**src/core/slkd_pkg.sv**
```systemverilog
// Constants and types shared by the synthesizer lock detector
// Notes on behaviour
// - Lock output is AND of three lock indications
// - Offset standby forces offset lock indication true
// - Loop locked when phase error under one reference cycle
// - Disabled main or aux loop counts as locked
// - Loop enable high turns on its comparison stage
package slkd_pkg;

    // Tolerated phase error, in reference input cycles
    localparam int unsigned LOCK_TOL_REF_CYC = 1;
    // Reference edges inside one comparison that prove the error too big
    localparam int unsigned LOCK_FAIL_EDGES  = LOCK_TOL_REF_CYC + 1;
    // Width of the per-loop reference edge counter
    localparam int unsigned EDGE_CNT_W       = 2;

    // Reset values
    localparam logic LOCK_RST_VAL = 1'b0;
    localparam logic SYNC_RST_VAL = 1'b0;

    // Bit positions inside the synchroniser vector
    localparam int unsigned SYN_REF_POS      = 0;
    localparam int unsigned SYN_MAIN_R_POS   = 1;
    localparam int unsigned SYN_MAIN_V_POS   = 2;
    localparam int unsigned SYN_AUX_R_POS    = 3;
    localparam int unsigned SYN_AUX_V_POS    = 4;
    localparam int unsigned SYN_OFS_LOCK_POS = 5;
    localparam int unsigned SYN_W            = 6;

    // Comparison window states, Gray along idle-wait-idle
    typedef enum logic [1:0] {
        SLKD_IDLE     = 2'b00,
        SLKD_REF_LEAD = 2'b01,
        SLKD_DIV_LEAD = 2'b10
    } slkd_win_state_t;

endpackage : slkd_pkg

```
**src/core/slkd_loop_if.sv**
```systemverilog
// Signals between the lock detector top and one loop's phase window
interface slkd_loop_if;
    logic enable;    // Loop enable from control logic
    logic ref_tick;  // One-cycle pulse per reference input cycle
    logic ref_pulse; // One-cycle pulse: reference divider output
    logic div_pulse; // One-cycle pulse: loop divider output
    logic locked;    // Lock indication of this loop

    modport win (
        input  enable,
        input  ref_tick,
        input  ref_pulse,
        input  div_pulse,
        output locked
    );

    modport top (
        output enable,
        output ref_tick,
        output ref_pulse,
        output div_pulse,
        input  locked
    );
endinterface : slkd_loop_if

```
**src/core/slkd_top.sv**
```systemverilog
// Combined lock detector for main, auxiliary and offset loops
module slkd_top
    import slkd_pkg::*;
(
    // Clock and reset
    input  wire logic clk_in,
    input  wire logic rst_n_in,
    // Loop enables from the control logic (same clock)
    input  wire logic main_loop_enable_in,
    input  wire logic aux_loop_enable_in,
    input  wire logic offset_synth_enable_in,
    // Asynchronous inputs from the synthesizer
    input  wire logic reference_input_in,
    input  wire logic main_ref_pulse_in,
    input  wire logic main_div_pulse_in,
    input  wire logic aux_ref_pulse_in,
    input  wire logic aux_div_pulse_in,
    input  wire logic offset_pd_lock_in,
    // Lock indications
    output logic      main_lock_out,
    output logic      aux_lock_out,
    output logic      lock_out
);

    logic [SYN_W-1:0] sync1_q;
    logic [SYN_W-1:0] sync2_q;
    logic [SYN_W-1:0] prev_q;
    logic [SYN_W-1:0] raw;
    logic             offset_lock_eff;
    logic             lock_q;
    logic             main_lock_q;
    logic             aux_lock_q;

    slkd_loop_if main_if ();
    slkd_loop_if aux_if ();

    // Divider pulses act on their falling edge, as the detector does
    function automatic logic fall_edge(input logic prev, input logic cur);
        fall_edge = prev && !cur;
    endfunction : fall_edge

    function automatic logic rise_edge(input logic prev, input logic cur);
        rise_edge = !prev && cur;
    endfunction : rise_edge

    assign raw[SYN_REF_POS]      = reference_input_in;
    assign raw[SYN_MAIN_R_POS]   = main_ref_pulse_in;
    assign raw[SYN_MAIN_V_POS]   = main_div_pulse_in;
    assign raw[SYN_AUX_R_POS]    = aux_ref_pulse_in;
    assign raw[SYN_AUX_V_POS]    = aux_div_pulse_in;
    assign raw[SYN_OFS_LOCK_POS] = offset_pd_lock_in;

    // Two-stage synchroniser; only stage two feeds any logic.
    // Pulses must stay at least two clocks in each level to be seen.
    always_ff @(posedge clk_in or negedge rst_n_in) begin
        if (!rst_n_in) begin
            sync1_q <= {SYN_W{SYNC_RST_VAL}};
            sync2_q <= {SYN_W{SYNC_RST_VAL}};
        end else begin
            sync1_q <= raw;
            sync2_q <= sync1_q;
        end
    end

    // Delayed copy of stage two for edge detection
    always_ff @(posedge clk_in or negedge rst_n_in) begin
        if (!rst_n_in) begin
            prev_q <= {SYN_W{SYNC_RST_VAL}};
        end else begin
            prev_q <= sync2_q;
        end
    end

    // Main loop window
    assign main_if.enable    = main_loop_enable_in;
    assign main_if.ref_tick  = rise_edge(prev_q[SYN_REF_POS],
                                         sync2_q[SYN_REF_POS]);
    assign main_if.ref_pulse = fall_edge(prev_q[SYN_MAIN_R_POS],
                                         sync2_q[SYN_MAIN_R_POS]);
    assign main_if.div_pulse = fall_edge(prev_q[SYN_MAIN_V_POS],
                                         sync2_q[SYN_MAIN_V_POS]);

    // Auxiliary loop window
    assign aux_if.enable     = aux_loop_enable_in;
    assign aux_if.ref_tick   = main_if.ref_tick;
    assign aux_if.ref_pulse  = fall_edge(prev_q[SYN_AUX_R_POS],
                                         sync2_q[SYN_AUX_R_POS]);
    assign aux_if.div_pulse  = fall_edge(prev_q[SYN_AUX_V_POS],
                                         sync2_q[SYN_AUX_V_POS]);

    slkd_phase_win #(
        .CNT_W (EDGE_CNT_W)
    ) u_main_win (
        .clk_in   (clk_in),
        .rst_n_in (rst_n_in),
        .lp       (main_if.win)
    );

    slkd_phase_win #(
        .CNT_W (EDGE_CNT_W)
    ) u_aux_win (
        .clk_in   (clk_in),
        .rst_n_in (rst_n_in),
        .lp       (aux_if.win)
    );

    // Standby forces the offset loop to read as locked
    assign offset_lock_eff = !offset_synth_enable_in ||
                             sync2_q[SYN_OFS_LOCK_POS];

    // Combined lock, registered so the controller sees no glitches
    always_ff @(posedge clk_in or negedge rst_n_in) begin
        if (!rst_n_in) begin
            lock_q <= LOCK_RST_VAL;
        end else begin
            lock_q <= main_if.locked && aux_if.locked &&
                      offset_lock_eff;
        end
    end

    // Per-loop indications, aligned with the combined output
    always_ff @(posedge clk_in or negedge rst_n_in) begin
        if (!rst_n_in) begin
            main_lock_q <= LOCK_RST_VAL;
            aux_lock_q  <= LOCK_RST_VAL;
        end else begin
            main_lock_q <= main_if.locked;
            aux_lock_q  <= aux_if.locked;
        end
    end

    assign lock_out      = lock_q;
    assign main_lock_out = main_lock_q;
    assign aux_lock_out  = aux_lock_q;

endmodule : slkd_top

```
**src/core/slkd_phase_win.sv**
```systemverilog
// Phase window checker for one integer-N loop
module slkd_phase_win
    import slkd_pkg::*;
#(
    parameter int unsigned CNT_W = EDGE_CNT_W
) (
    // Clock and reset
    input  wire logic  clk_in,
    input  wire logic  rst_n_in,
    // Loop signals
    slkd_loop_if.win   lp
);

    // Refuse a counter that cannot reach the fail count at elaboration
    if (CNT_W < 1 || (2 ** CNT_W) <= LOCK_FAIL_EDGES) begin : g_cnt_w_bad
        $error("slkd_phase_win: CNT_W too small for the lock window");
    end

    localparam logic [CNT_W-1:0] FAIL_CNT = CNT_W'(LOCK_FAIL_EDGES);
    localparam logic [CNT_W-1:0] ZERO_CNT = '0;

    slkd_win_state_t  state_q;
    slkd_win_state_t  state_d;
    logic [CNT_W-1:0] cnt_q;
    logic             locked_q;
    logic             lag_seen;
    logic             both_now;

    // The second pulse closes the comparison
    assign both_now = lp.ref_pulse && lp.div_pulse;
    assign lag_seen = (state_q == SLKD_REF_LEAD && lp.div_pulse) ||
                      (state_q == SLKD_DIV_LEAD && lp.ref_pulse);

    // Window sequencing; a disabled loop just parks in idle
    always_comb begin
        state_d = state_q;
        unique case (state_q)
            SLKD_IDLE: begin
                if (both_now) begin
                    state_d = SLKD_IDLE;
                end else if (lp.ref_pulse) begin
                    state_d = SLKD_REF_LEAD;
                end else if (lp.div_pulse) begin
                    state_d = SLKD_DIV_LEAD;
                end
            end
            SLKD_REF_LEAD,
            SLKD_DIV_LEAD: begin
                if (lag_seen) begin
                    state_d = SLKD_IDLE;
                end
            end
            default: begin
                state_d = SLKD_IDLE; // Two-bit code 11 is illegal
            end
        endcase
        if (!lp.enable) begin
            state_d = SLKD_IDLE;
        end
    end

    always_ff @(posedge clk_in or negedge rst_n_in) begin
        if (!rst_n_in) begin
            state_q <= SLKD_IDLE;
        end else begin
            state_q <= state_d;
        end
    end

    // Count reference cycles while the lagging pulse is awaited
    always_ff @(posedge clk_in or negedge rst_n_in) begin
        if (!rst_n_in) begin
            cnt_q <= ZERO_CNT;
        end else if (state_q == SLKD_IDLE || state_d == SLKD_IDLE) begin
            cnt_q <= ZERO_CNT;
        end else if (lp.ref_tick && cnt_q != FAIL_CNT) begin
            cnt_q <= cnt_q + CNT_W'(1); // Saturates at the fail count
        end
    end

    // Verdict only at the end of each comparison, not mid-window,
    // so a slow lag never flickers the flag
    always_ff @(posedge clk_in or negedge rst_n_in) begin
        if (!rst_n_in) begin
            locked_q <= LOCK_RST_VAL;
        end else if (!lp.enable) begin
            locked_q <= 1'b1;
        end else if (state_q == SLKD_IDLE && both_now) begin
            locked_q <= 1'b1;
        end else if (lag_seen) begin
            locked_q <= (cnt_q < FAIL_CNT);
        end
    end

    assign lp.locked = locked_q;

endmodule : slkd_phase_win

```
**config.mk**
```make
export PLATFORM = sky130hd
export DESIGN_NAME = slkd_top
export DESIGN_NICKNAME = d
export VERILOG_FILES = /design/src/core/slkd_pkg.sv /design/src/core/slkd_loop_if.sv /design/src/core/slkd_top.sv /design/src/core/slkd_phase_win.sv
export SDC_FILE = /design/constraint.sdc
export NUM_CORES = 1
export LEC_CHECK = 0
export BUFFER_PORTS_ARGS = -buffer_cell sky130_fd_sc_hd__buf_2
export CAP_MARGIN = 20
export CORE_MARGIN = 2
export CORE_UTILIZATION = 36
export DETAILED_ROUTE_END_ITERATION = 8
export PLACE_DENSITY = 0.59
export SLEW_MARGIN = 20
export SYNTH_ARGS = -nofsm -noshare
export SYNTH_HDL_FRONTEND = slang
export SYNTH_SLANG_ARGS = --single-unit
export TNS_END_PERCENT = 50
```
**constraint.sdc**
```tcl
create_clock -name clk_in -period 1.7 [get_ports clk_in]
set_clock_uncertainty 0.1 [all_clocks]
set_input_delay 0.17 -clock clk_in [delete_from_list [all_inputs] [get_ports clk_in]]
set_output_delay 0.17 -clock clk_in [all_outputs]
set_load 0.005 [all_outputs]
```
# Word-level counts from Yosys, hierarchy flattened
# Cells that the tools add are included.
dict set report op_classes {
  n_mux 22
  n_lt_le_gt_ge 2
  reduce_logical 36
  n_eq_ne 8
  addsub 2
}
# cell n
set op_table {}
lappend op_table {{two-way mux 2 bit} 14}
lappend op_table {{logical AND 1 bit} 17}
lappend op_table {{zero test 2 bit} 4}
lappend op_table {{one-hot mux 2 bit (2 select lines)} 2}
lappend op_table {{zero test 1 bit} 6}
lappend op_table {{two-way mux 1 bit} 6}
lappend op_table {{inequality test 3 x 1 -> 1 bit, second input constant} 2}
lappend op_table {{logical OR 1 bit} 5}
lappend op_table {{adder 2 x 1 -> 2 bit, second input constant} 2}
lappend op_table {{== test 2 x 1 -> 1 bit, second input constant} 2}
lappend op_table {{== test 2 bit, second input constant} 2}
lappend op_table {{less-than comparator 2 bit, second input constant} 2}
lappend op_table {{inequality test 2 bit, second input constant} 2}
lappend op_table {{nonzero test 2 bit} 2}
lappend op_table {{OR reduction 2 bit} 2}
dict set report word_totals {
  word_cells 82
  register_bits 30
  output_inout_bits 3
}

# Depth between registers and ports, before layout
# Gate-level depths: netlist of the first run.
dict set report depth {
  word_depth 10
  mapped_depth 6
  depth_no_buf 6
}

# Hierarchy
# Synthesis of the first run repeated with hierarchy kept, for this count alone.
dict set report hier_totals {
  hier_cells 100
  area_unflattened_um2 1266.2
}
# module area_per_inst_um2 instances cells_each
set modules_own_cells {}
lappend modules_own_cells {slkd_phase_win 359.1 2 36}
lappend modules_own_cells {slkd_top 548.0 1 28}

# Worst setup path before layout of the first run
# Ideal clock, no wire load.
dict set report synth_path {
  path_kind {register to register}
  from {register u_aux_win.state_q[0]}
  to {register u_aux_win.cnt_q[1]}
  setup_time_ns 0.111
  stages_incl_launch_ff 7
  slack_ns -0.079
  arrival_time_ns 1.568
  t_required_ns 1.489
  path_buffers 0
  period_less_slack_ns 1.779
  path_cell_list {dfrtp_1 -> inv_1 -> ha_1 -> nand3b_1 -> o41ai_1 -> a22oi_1 -> a2111oi_2}
}
dict set report synth_via {
  elab_chain_cells 9
  elab_cells_between_ends 17
}
# element line
set synth_lines {}
lappend synth_lines {{from (decl)} slkd_phase_win.sv:22} ;# slkd_win_state_t state_q;
lappend synth_lines {{from (signal assigned)} slkd_phase_win.sv:66} ;# state_q <= state_d;
lappend synth_lines {{== test 2 x 1 -> 1 bit / == test 2 bit (equally long branches)} {slkd_phase_win.sv:31, slkd_phase_win.sv:37, slkd_phase_win.sv:32}}
lappend synth_lines {{logical AND 1 bit (on tied branches)} {slkd_phase_win.sv:31, slkd_phase_win.sv:32}}
lappend synth_lines {{logical OR 1 bit} slkd_phase_win.sv:31} ;# assign lag_seen = (state_q == SLKD_REF_LEAD && lp.div_pulse) ||
lappend synth_lines {{two-way mux 2 bit} slkd_phase_win.sv:49} ;# if (lag_seen) begin
lappend synth_lines {{one-hot mux 2 bit (2 select lines)} slkd_phase_win.sv:37} ;# unique case (state_q)
lappend synth_lines {{two-way mux 2 bit} slkd_phase_win.sv:57} ;# if (!lp.enable) begin
lappend synth_lines {{zero test 2 bit} slkd_phase_win.sv:74} ;# end else if (state_q == SLKD_IDLE || state_d == SLKD_IDLE) begin
lappend synth_lines {{logical OR 1 bit *} slkd_phase_win.sv:74}
lappend synth_lines {{two-way mux 2 bit / nonzero test 2 bit (equally long branches)} --}
lappend synth_lines {{to (signal assigned)} slkd_phase_win.sv:77} ;# cnt_q <= cnt_q + CNT_W'(1);
lappend synth_lines {{to (decl)} slkd_phase_win.sv:24} ;# logic [CNT_W-1:0] cnt_q;
# Every way passes the cells marked *; elsewhere a longest branch is shown, timed or not.
# A chain may end at the register's enable or synchronous reset.

# Worst setup path in the final report of the first run
# Ends and elaborated chain as after synthesis.

==> key figures, run 1 <==
STA
  • Hold Worst Slack: 0.254 ns
  • Final hold viol count: 0
  • Total Negative Setup Slacks: -0.182 ns
  • Least-Margin Pin Slew: 0.648 ns
  • Fin crit period: 1.81 ns
  • Period Utilization, post-route: 107%
  • Worst Slack Setup Final: -0.113 ns
  • Setup violators final: 2
  • Max-slew headroom: 56.8%
  • Unrepaired setup endpoints after global routing: yes
  • Peak Freq: 552 MHz
  • Slew Viols, Final: 0

Synthesis
  • Ys Warns: 0
  • Post-synth EDFFs: 0
  • Syn Nets: 118
  • Main flop type after synthesis: dfrtp_1
  • Mean Syn Cell Area: 13.0 um^2
  • Area leader, netlist: dfrtp_1
  • Top-area cell type share of the netlist area: 59.3%
  • Distinct cells, synth: 32
  • Sequential fraction of the synthesis area: 59.3%
  • Synthesized area: 1260 um^2
  • Synth top area cells: dfrtp_1, ha_1, inv_1
  • Yosys reg bits: 30
  • Synth async-reset ratio: 100%
  • Cells after Synth: 97

Finish
  • NumNets Final: 163
  • Final instance area: 1780 um^2
  • Share of cells above drive strength 1: 41.3%
  • Area growth, synth to finish: 40.8%
  • Commonest non-fill, non-tap cell in the layout: dfrtp_1
  • Most frequent cells in the layout: dfrtp_1, buf_2, buf_4
  • Ant diodes: 0
  • Filler Cells Inserted: 325

Floorplan
  • Row count: 21
  • Core box area: 3360 um^2
  • Die Wd: 63.3 um
  • Die height: 63.3 um
  • Die footprint: 4000 um^2
  • Initial Utilization: 37.6%
  • I/O pins: 14

Run status
  • Status: finished with violations
  • Failing checks: negative setup slack

Critical path
  • Req. time, crit path: 1.82 ns
  • Worst setup path endpoint: u_aux_win.cnt_q[1]$_DFFE_PN0P_
  • Critical path class: flop to flop
  • Worst Reg-to-Reg Cells: 6
  • CP Launch Point: u_aux_win.state_q[0]$_DFF_PN0_
  • Critical path data arrival time: 1.93 ns
  • R2R Path End: u_aux_win.cnt_q[1]$_DFFE_PN0P_
  • Crit path capture type: flop
  • Worst-path maximum fanout: 3
  • CP startpoint kind: flop
  • Internal reg-to-reg setup slack: -0.11 ns
  • Reg2reg start: u_aux_win.state_q[0]$_DFF_PN0_

Detailed routing
  • Via-per-instance ratio: 4.76
  • Detailed Routing Iterations Pass 1: 4
  • Wire per inst: 13.1 um
  • Number of DRC markers in iteration 0: 13
  • WL final: 2.48 mm
  • Final antenna-violating net count: 0
  • # DRC: 0
  • Via count: 899

Power and ir drop
  • Combinational share of power: 15.0%
  • Pwr per Cell Area: 793 nW/um^2
  • Sequential share of power: 53.9%
  • Net Sw Power: 0.000363 W
  • Switch share: 25.7%
  • P_int: 0.00105 W
  • Total Power: 0.00141 W
  • Clock Power Share: 31.1%
  • LEAKAGE: 0.795 nW
  • Maximum VDD drop: 0.000552 V

Min path
  • Hold Crit Start: sync1_q[3]$_DFF_PN0_
  • Hold Crit Class: flop to flop

GRT
  • Initial antenna violation count: 0
  • First-pass GRT wire length: 4.35 mm
  • Total GRT Usage: 14.6%
  • Vias in the first global route: 993
  • Grt ovf: 0
  • Largest net degree at the start of global routing: 31

Clock network
  • Clock transition at path regs: 0.09 ns
  • Max H-tree Level: 2
  • Clock buffer depth: 2
  • Total CTS buffers: 5
  • Root buf cell: clkbuf_4
  • Worst-skew pair later-pin latency: 0.32 ns
  • Clk sink count: 30
  • CTS tree: yes

Place
  • DP Wirelength: 1.69 mm
  • IO buf count: 13
  • Placer congestion estimate: 0.790
  • Cell Area, Placed: 1480 um^2

Flow run
  • Max_cap viols: 0
[layer usage]
metal / vias to the layer above / GRT usage (%) / share of wire, %
met4: 0 / 8.97 / 1.5
met3: 6 / 5.00 / 4.3
met5: - / 0 / 0
li1: 436 / - / -
met1: 439 / 15.3 / 42
met2: 18 / 25.1 / 52
[sequential cells by signal, summed over array words and instances, names as in the netlist]
| name | count |
|---|---|
| u_main_win.state_q | 2 |
| main_lock_out | 1 |
| u_main_win.cnt_q | 2 |
| prev_q | 5 |
| u_aux_win.lp.locked | 1 |
| sync1_q | 6 |
| lock_out | 1 |
| u_main_win.lp.locked | 1 |
| sync2_q | 6 |
| u_aux_win.cnt_q | 2 |
| aux_lock_out | 1 |
| u_aux_win.state_q | 2 |
[worst max-delay path: stages, from the launching register on]
cell	delay, ns
dfrtp_1	0.42
ha_2	0.19
nand3b_1	0.21
buf_6	0.16
o41ai_4	0.26
a22oi_2	0.15
a2111oi_2	0.22
[power groups by stage]
stage	Combinational, W	Clock (W)	Sequential [W]
4_1_cts	0.000184	0.000462	0.000760
5_1_grt	0.000235	0.000495	0.000766
2_1_floorplan	0.0000748	0	0.000769
3_5_place_dp	0.000145	0	0.000774
6_report	0.000212	0.000439	0.000761
3_3_place_gp	0.000138	0	0.000772
[Yosys cell counts (2+ instances only)]
cell type and count:
xnor2_1 2, nand2b_1 2, dfrtp_1 30, nand3_1 4
nand4b_1 2, nor3_1 2, ha_1 10, a211oi_1 2
nand3b_1 3, a221oi_1 2, nor3b_1 2, and2_1 2
nor2_1 2, nor2b_1 4, a22oi_1 2, inv_1 10
[final cells by class]
class	instances	area [um^2]	area share, %
Clock inverter	2	12.5	0.703
Inverter	10	37.5	2.11
Sequential cell	30	751	42.2
Tap cell	46	57.6	3.23
Multi-Input combinational cell	57	586	32.9
Clock buffer	6	51.3	2.88
Timing Repair Buffer	38	285	16.0
[how the worst min path moves through the flow]
stage                                     end  slack, ns  cells after the start
2_1_floorplan          aux_lock_out$_DFF_PN0_      -0.23                      0
3_3_place_gp   u_aux_win.state_q[1]$_DFF_PN0_       0.12                      1
4_1_cts                  sync2_q[3]$_DFF_PN0_       0.26                      0
5_1_grt                  sync2_q[3]$_DFF_PN0_       0.26                      0
6_report                 sync2_q[3]$_DFF_PN0_       0.25                      0
3_5_place_dp             sync1_q[4]$_DFF_PN0_       0.14                      1
[cell families (layout without fill, tap and decap cells)]
family                   count (synthesis)  count (layout)  synth area share (%)
buffers and inverters                   10              56                  2.97
flip-flops                              30              30                  59.3
adder cells (fa/ha/maj)                 10              10                  9.89
AO/OA/AOI/OAI                           15              15                  11.1
multiplexers                             1               1                 0.791
AND/OR/NAND/NOR                         29              29                  14.5
XOR/XNOR                                 2               2                  1.39
[metrics by stage]
stage	worst slack, ns	instances	util (%)
2_1_floorplan	-0.0271	97	-
3_3_place_gp	-0.0860	167	44.0
3_5_place_dp	-0.177	167	44.0
4_1_cts	-0.109	187	50.6
5_1_grt	-0.220	189	52.9
6_report	-0.113	189	52.9
[timing repair]
item / in CTS / in global routing
setup buffers: 2 / 2
gates resized for setup: 9 / 12
setup endpoints to repair: 4 / 6
hold buffers: 10 / 0
hold endpoints to repair: 39 / 0
pin swaps: 5 / 4
Note: power is estimated with default switching activity, not from simulation.
==> run 2, diff against run 1 <==
- SLEW_MARGIN: 20 -> 25
- SYNTH_HIERARCHICAL: not set -> 1
==> key figures, run 2 <==
GRT
  • Largest net degree at the start of global routing: 31
  • Vias in the first global route: 819
  • Initial antenna violation count: 0
  • Grt ovf: 0
  • Total GRT Usage: 11.8%
  • First-pass GRT wire length: 3.59 mm

Synthesis
  • Count leader, synth: dfrtp_1
  • Yosys reg bits: 30
  • Synth top area cells: dfrtp_1, ha_1, nor2b_1
  • Post-synth top cells: dfrtp_1, ha_1, nor2b_1
  • Ys Warns: 6
  • Post-synth EDFFs: 0
  • Sequential fraction of the synthesis area: 59.3%
  • Distinct cells, synth: 17
  • Mean Syn Cell Area: 12.7 um^2
  • Area leader, netlist: dfrtp_1
  • Syn Nets: 121
  • Main flop type after synthesis: dfrtp_1
  • Synthesized area: 1270 um^2
  • Synth async-reset ratio: 100%
  • Cells after Synth: 100
  • Top-area cell type share of the netlist area: 59.3%

Critical path
  • Critical path class: flop to flop
  • CP startpoint kind: flop
  • Crit-path cells: inv_1 > ha_1 > o21ba_1 > nand4_2 > nor2_1
  • Worst-path maximum fanout: 6
  • Max stage delay on crit path: 0.45 ns
  • Req. time, crit path: 1.86 ns
  • Critical path data arrival time: 1.63 ns
  • Crit path capture type: flop
  • Critical path's slowest cell: dfrtp_1

Power and ir drop
  • P_int: 0.00132 W
  • Pwr per Cell Area: 1040 nW/um^2
  • Net Sw Power: 0.000340 W
  • LEAKAGE: 0.752 nW
  • Combinational share of power: 9.1%
  • Clock Power Share: 44.6%
  • Maximum VDD drop: 0.000403 V
  • Sequential share of power: 46.3%
  • Switch share: 20.5%

STA
  • Final hold viol count: 0
  • Fin crit period: 1.47 ns
  • Peak Freq: 683 MHz
  • Period Utilization, post-route: 86.2%
  • Unrepaired setup endpoints after global routing: no
  • Slew Viols, Final: 0
  • Setup violators final: 0
  • Max-slew headroom: 58.3%
  • Least-Margin Pin Slew: 0.626 ns
  • Total Negative Setup Slacks: 0 ns

Clock network
  • Total CTS buffers: 5
  • Clk sink count: 30
  • Clock buffer depth: 2
  • Root buf cell: clkbuf_4
  • CTS tree: yes
  • Max H-tree Level: 2
  • Clock transition at path regs: 0.09 ns
  • Worst-skew pair later-pin latency: 0.33 ns

Detailed routing
  • Final antenna-violating net count: 0
  • Number of DRC markers in iteration 0: 9
  • # DRC: 0
  • Via-per-instance ratio: 4.55
  • Wire per inst: 11.1 um
  • WL final: 1.96 mm
  • Via count: 806
  • Detailed Routing Iterations Pass 1: 4

Place
  • IO buf count: 13
  • DP Wirelength: 1.39 mm
  • Placer congestion estimate: 0.768

Run status
  • Status: finished, final reports clean

Floorplan
  • Die footprint: 4010 um^2
  • I/O pins: 14
  • Row count: 21
  • Die Wd: 63.3 um
  • Core box area: 3360 um^2
  • Die height: 63.3 um
  • Initial Utilization: 37.6%

Finish
  • Commonest non-fill, non-tap cell in the layout: dfrtp_1
  • Post-layout util: 47.6%
  • Area growth, synth to finish: 26.4%
  • NumNets Final: 151
  • Regs by FF count: sync1_q (6), sync2_q (6), prev_q (5)
  • Ant diodes: 0
  • Most frequent cells in the layout: dfrtp_1, buf_2, dlygate4sd3_1, ha_1, nor2b_1
  • Share of cells above drive strength 1: 22.9%

Min path
  • Hold Crit Class: flop to flop

Flow run
  • Max_cap viols: 0
run 2: changes by cell type in the layout (fill, tap and decap cells not counted), sizes merged, moves of 4 or more:
cell and delta:
buf -15, nor2b +5, nand2 +4, nand2b +4, a21oi +8
run 2: stage by stage:
step / power [W] / setup WS, ns / hold WS, ns / instance area, um^2 / cells
floorplan: 0.000864 / 0.418 / -0.226 / 1270 / 100
global placement: 0.000911 / 0.314 / 0.135 / 1390 / 159
detailed placement: 0.000918 / 0.267 / 0.132 / 1390 / 159
CTS: 0.00169 / 0.223 / 0.258 / 1600 / 177
global route: 0.00175 / 0.114 / 0.274 / 1600 / 177
finish: 0.00166 / 0.235 / 0.255 / 1600 / 177
run 2: path summary, 6_finish.rpt:
kind / startpoint / end / slack (ns) / cells after the start
setup / recovery: u_aux_win/state_q[0]$_DFF_PN0_ / u_aux_win/cnt_q[1]$_DFFE_PN0P_ / 0.23 / 5
hold / removal: sync1_q[2]$_DFF_PN0_ / sync2_q[2]$_DFF_PN0_ / 0.25 / 0
setup reg to reg: u_aux_win/state_q[0]$_DFF_PN0_ / u_aux_win/cnt_q[1]$_DFFE_PN0P_ / 0.23 / 5
hold reg to reg: sync1_q[2]$_DFF_PN0_ / sync2_q[2]$_DFF_PN0_ / 0.25 / 0
max in group asynchronous: rst_n_in / lock_out$_DFF_PN0_ / 0.81 / 2
min in group asynchronous: rst_n_in / prev_q[4]$_DFF_PN0_ / 0.28 / 2
run 2: critical path: cells and delay by family (launching register included):
kind,cells,cell delay [ns]
fa+ha+maj,1,0.24
flops,1,0.45
simple gates,2,0.26
buf+inv,1,0.09
compound gates,1,0.25
run 2: power groups by stage:
stage / clock, W / combinational [W] / sequential [W]
floorplan: 0 / 0.0000861 / 0.000778
global placement: 0 / 0.000130 / 0.000781
detailed placement: 0 / 0.000135 / 0.000783
CTS: 0.000764 / 0.000153 / 0.000769
global route: 0.000803 / 0.000169 / 0.000775
finish: 0.000740 / 0.000151 / 0.000768
run 2: repair_timing:
item | 4_1_cts | 5_1_grt
endpoints found under the setup margin | 0 | 0
resized for setup | 0 | 0
buffers inserted | 0 | 0
endpoints found under the hold margin | 39 | 0
hold buffers | 10 | 0
run 2: kinds of logic after synthesis:
group                      after synthesis  synth area share (%)
AOI/OAI and AO/OA                       19                  12.4
DFF                                     30                  59.3
buffers and inverters                    7                  2.08
and+or+nand+nor                         34                  16.4
adders and majority gates               10                  9.88
run 2: per-layer routing:
layer	global-route usage [%]	up-vias	wire (um)
li1	-	399	-
met1	13.6	385	929
met2	18.6	17	889
met3	6.61	5	115
met4	4.08	0	29
met5	0	-	0
run 2: area by class of cell:
class | instances | area (um^2)
Sequential cell | 30 | 751
Timing Repair Buffer | 23 | 165
Multi-Input combinational cell | 63 | 489
Tap cell | 46 | 57.6
Fill cell | 346 | 1760
Clock inverter | 2 | 60.1
Clock buffer | 6 | 51.3
Inverter | 7 | 26.3
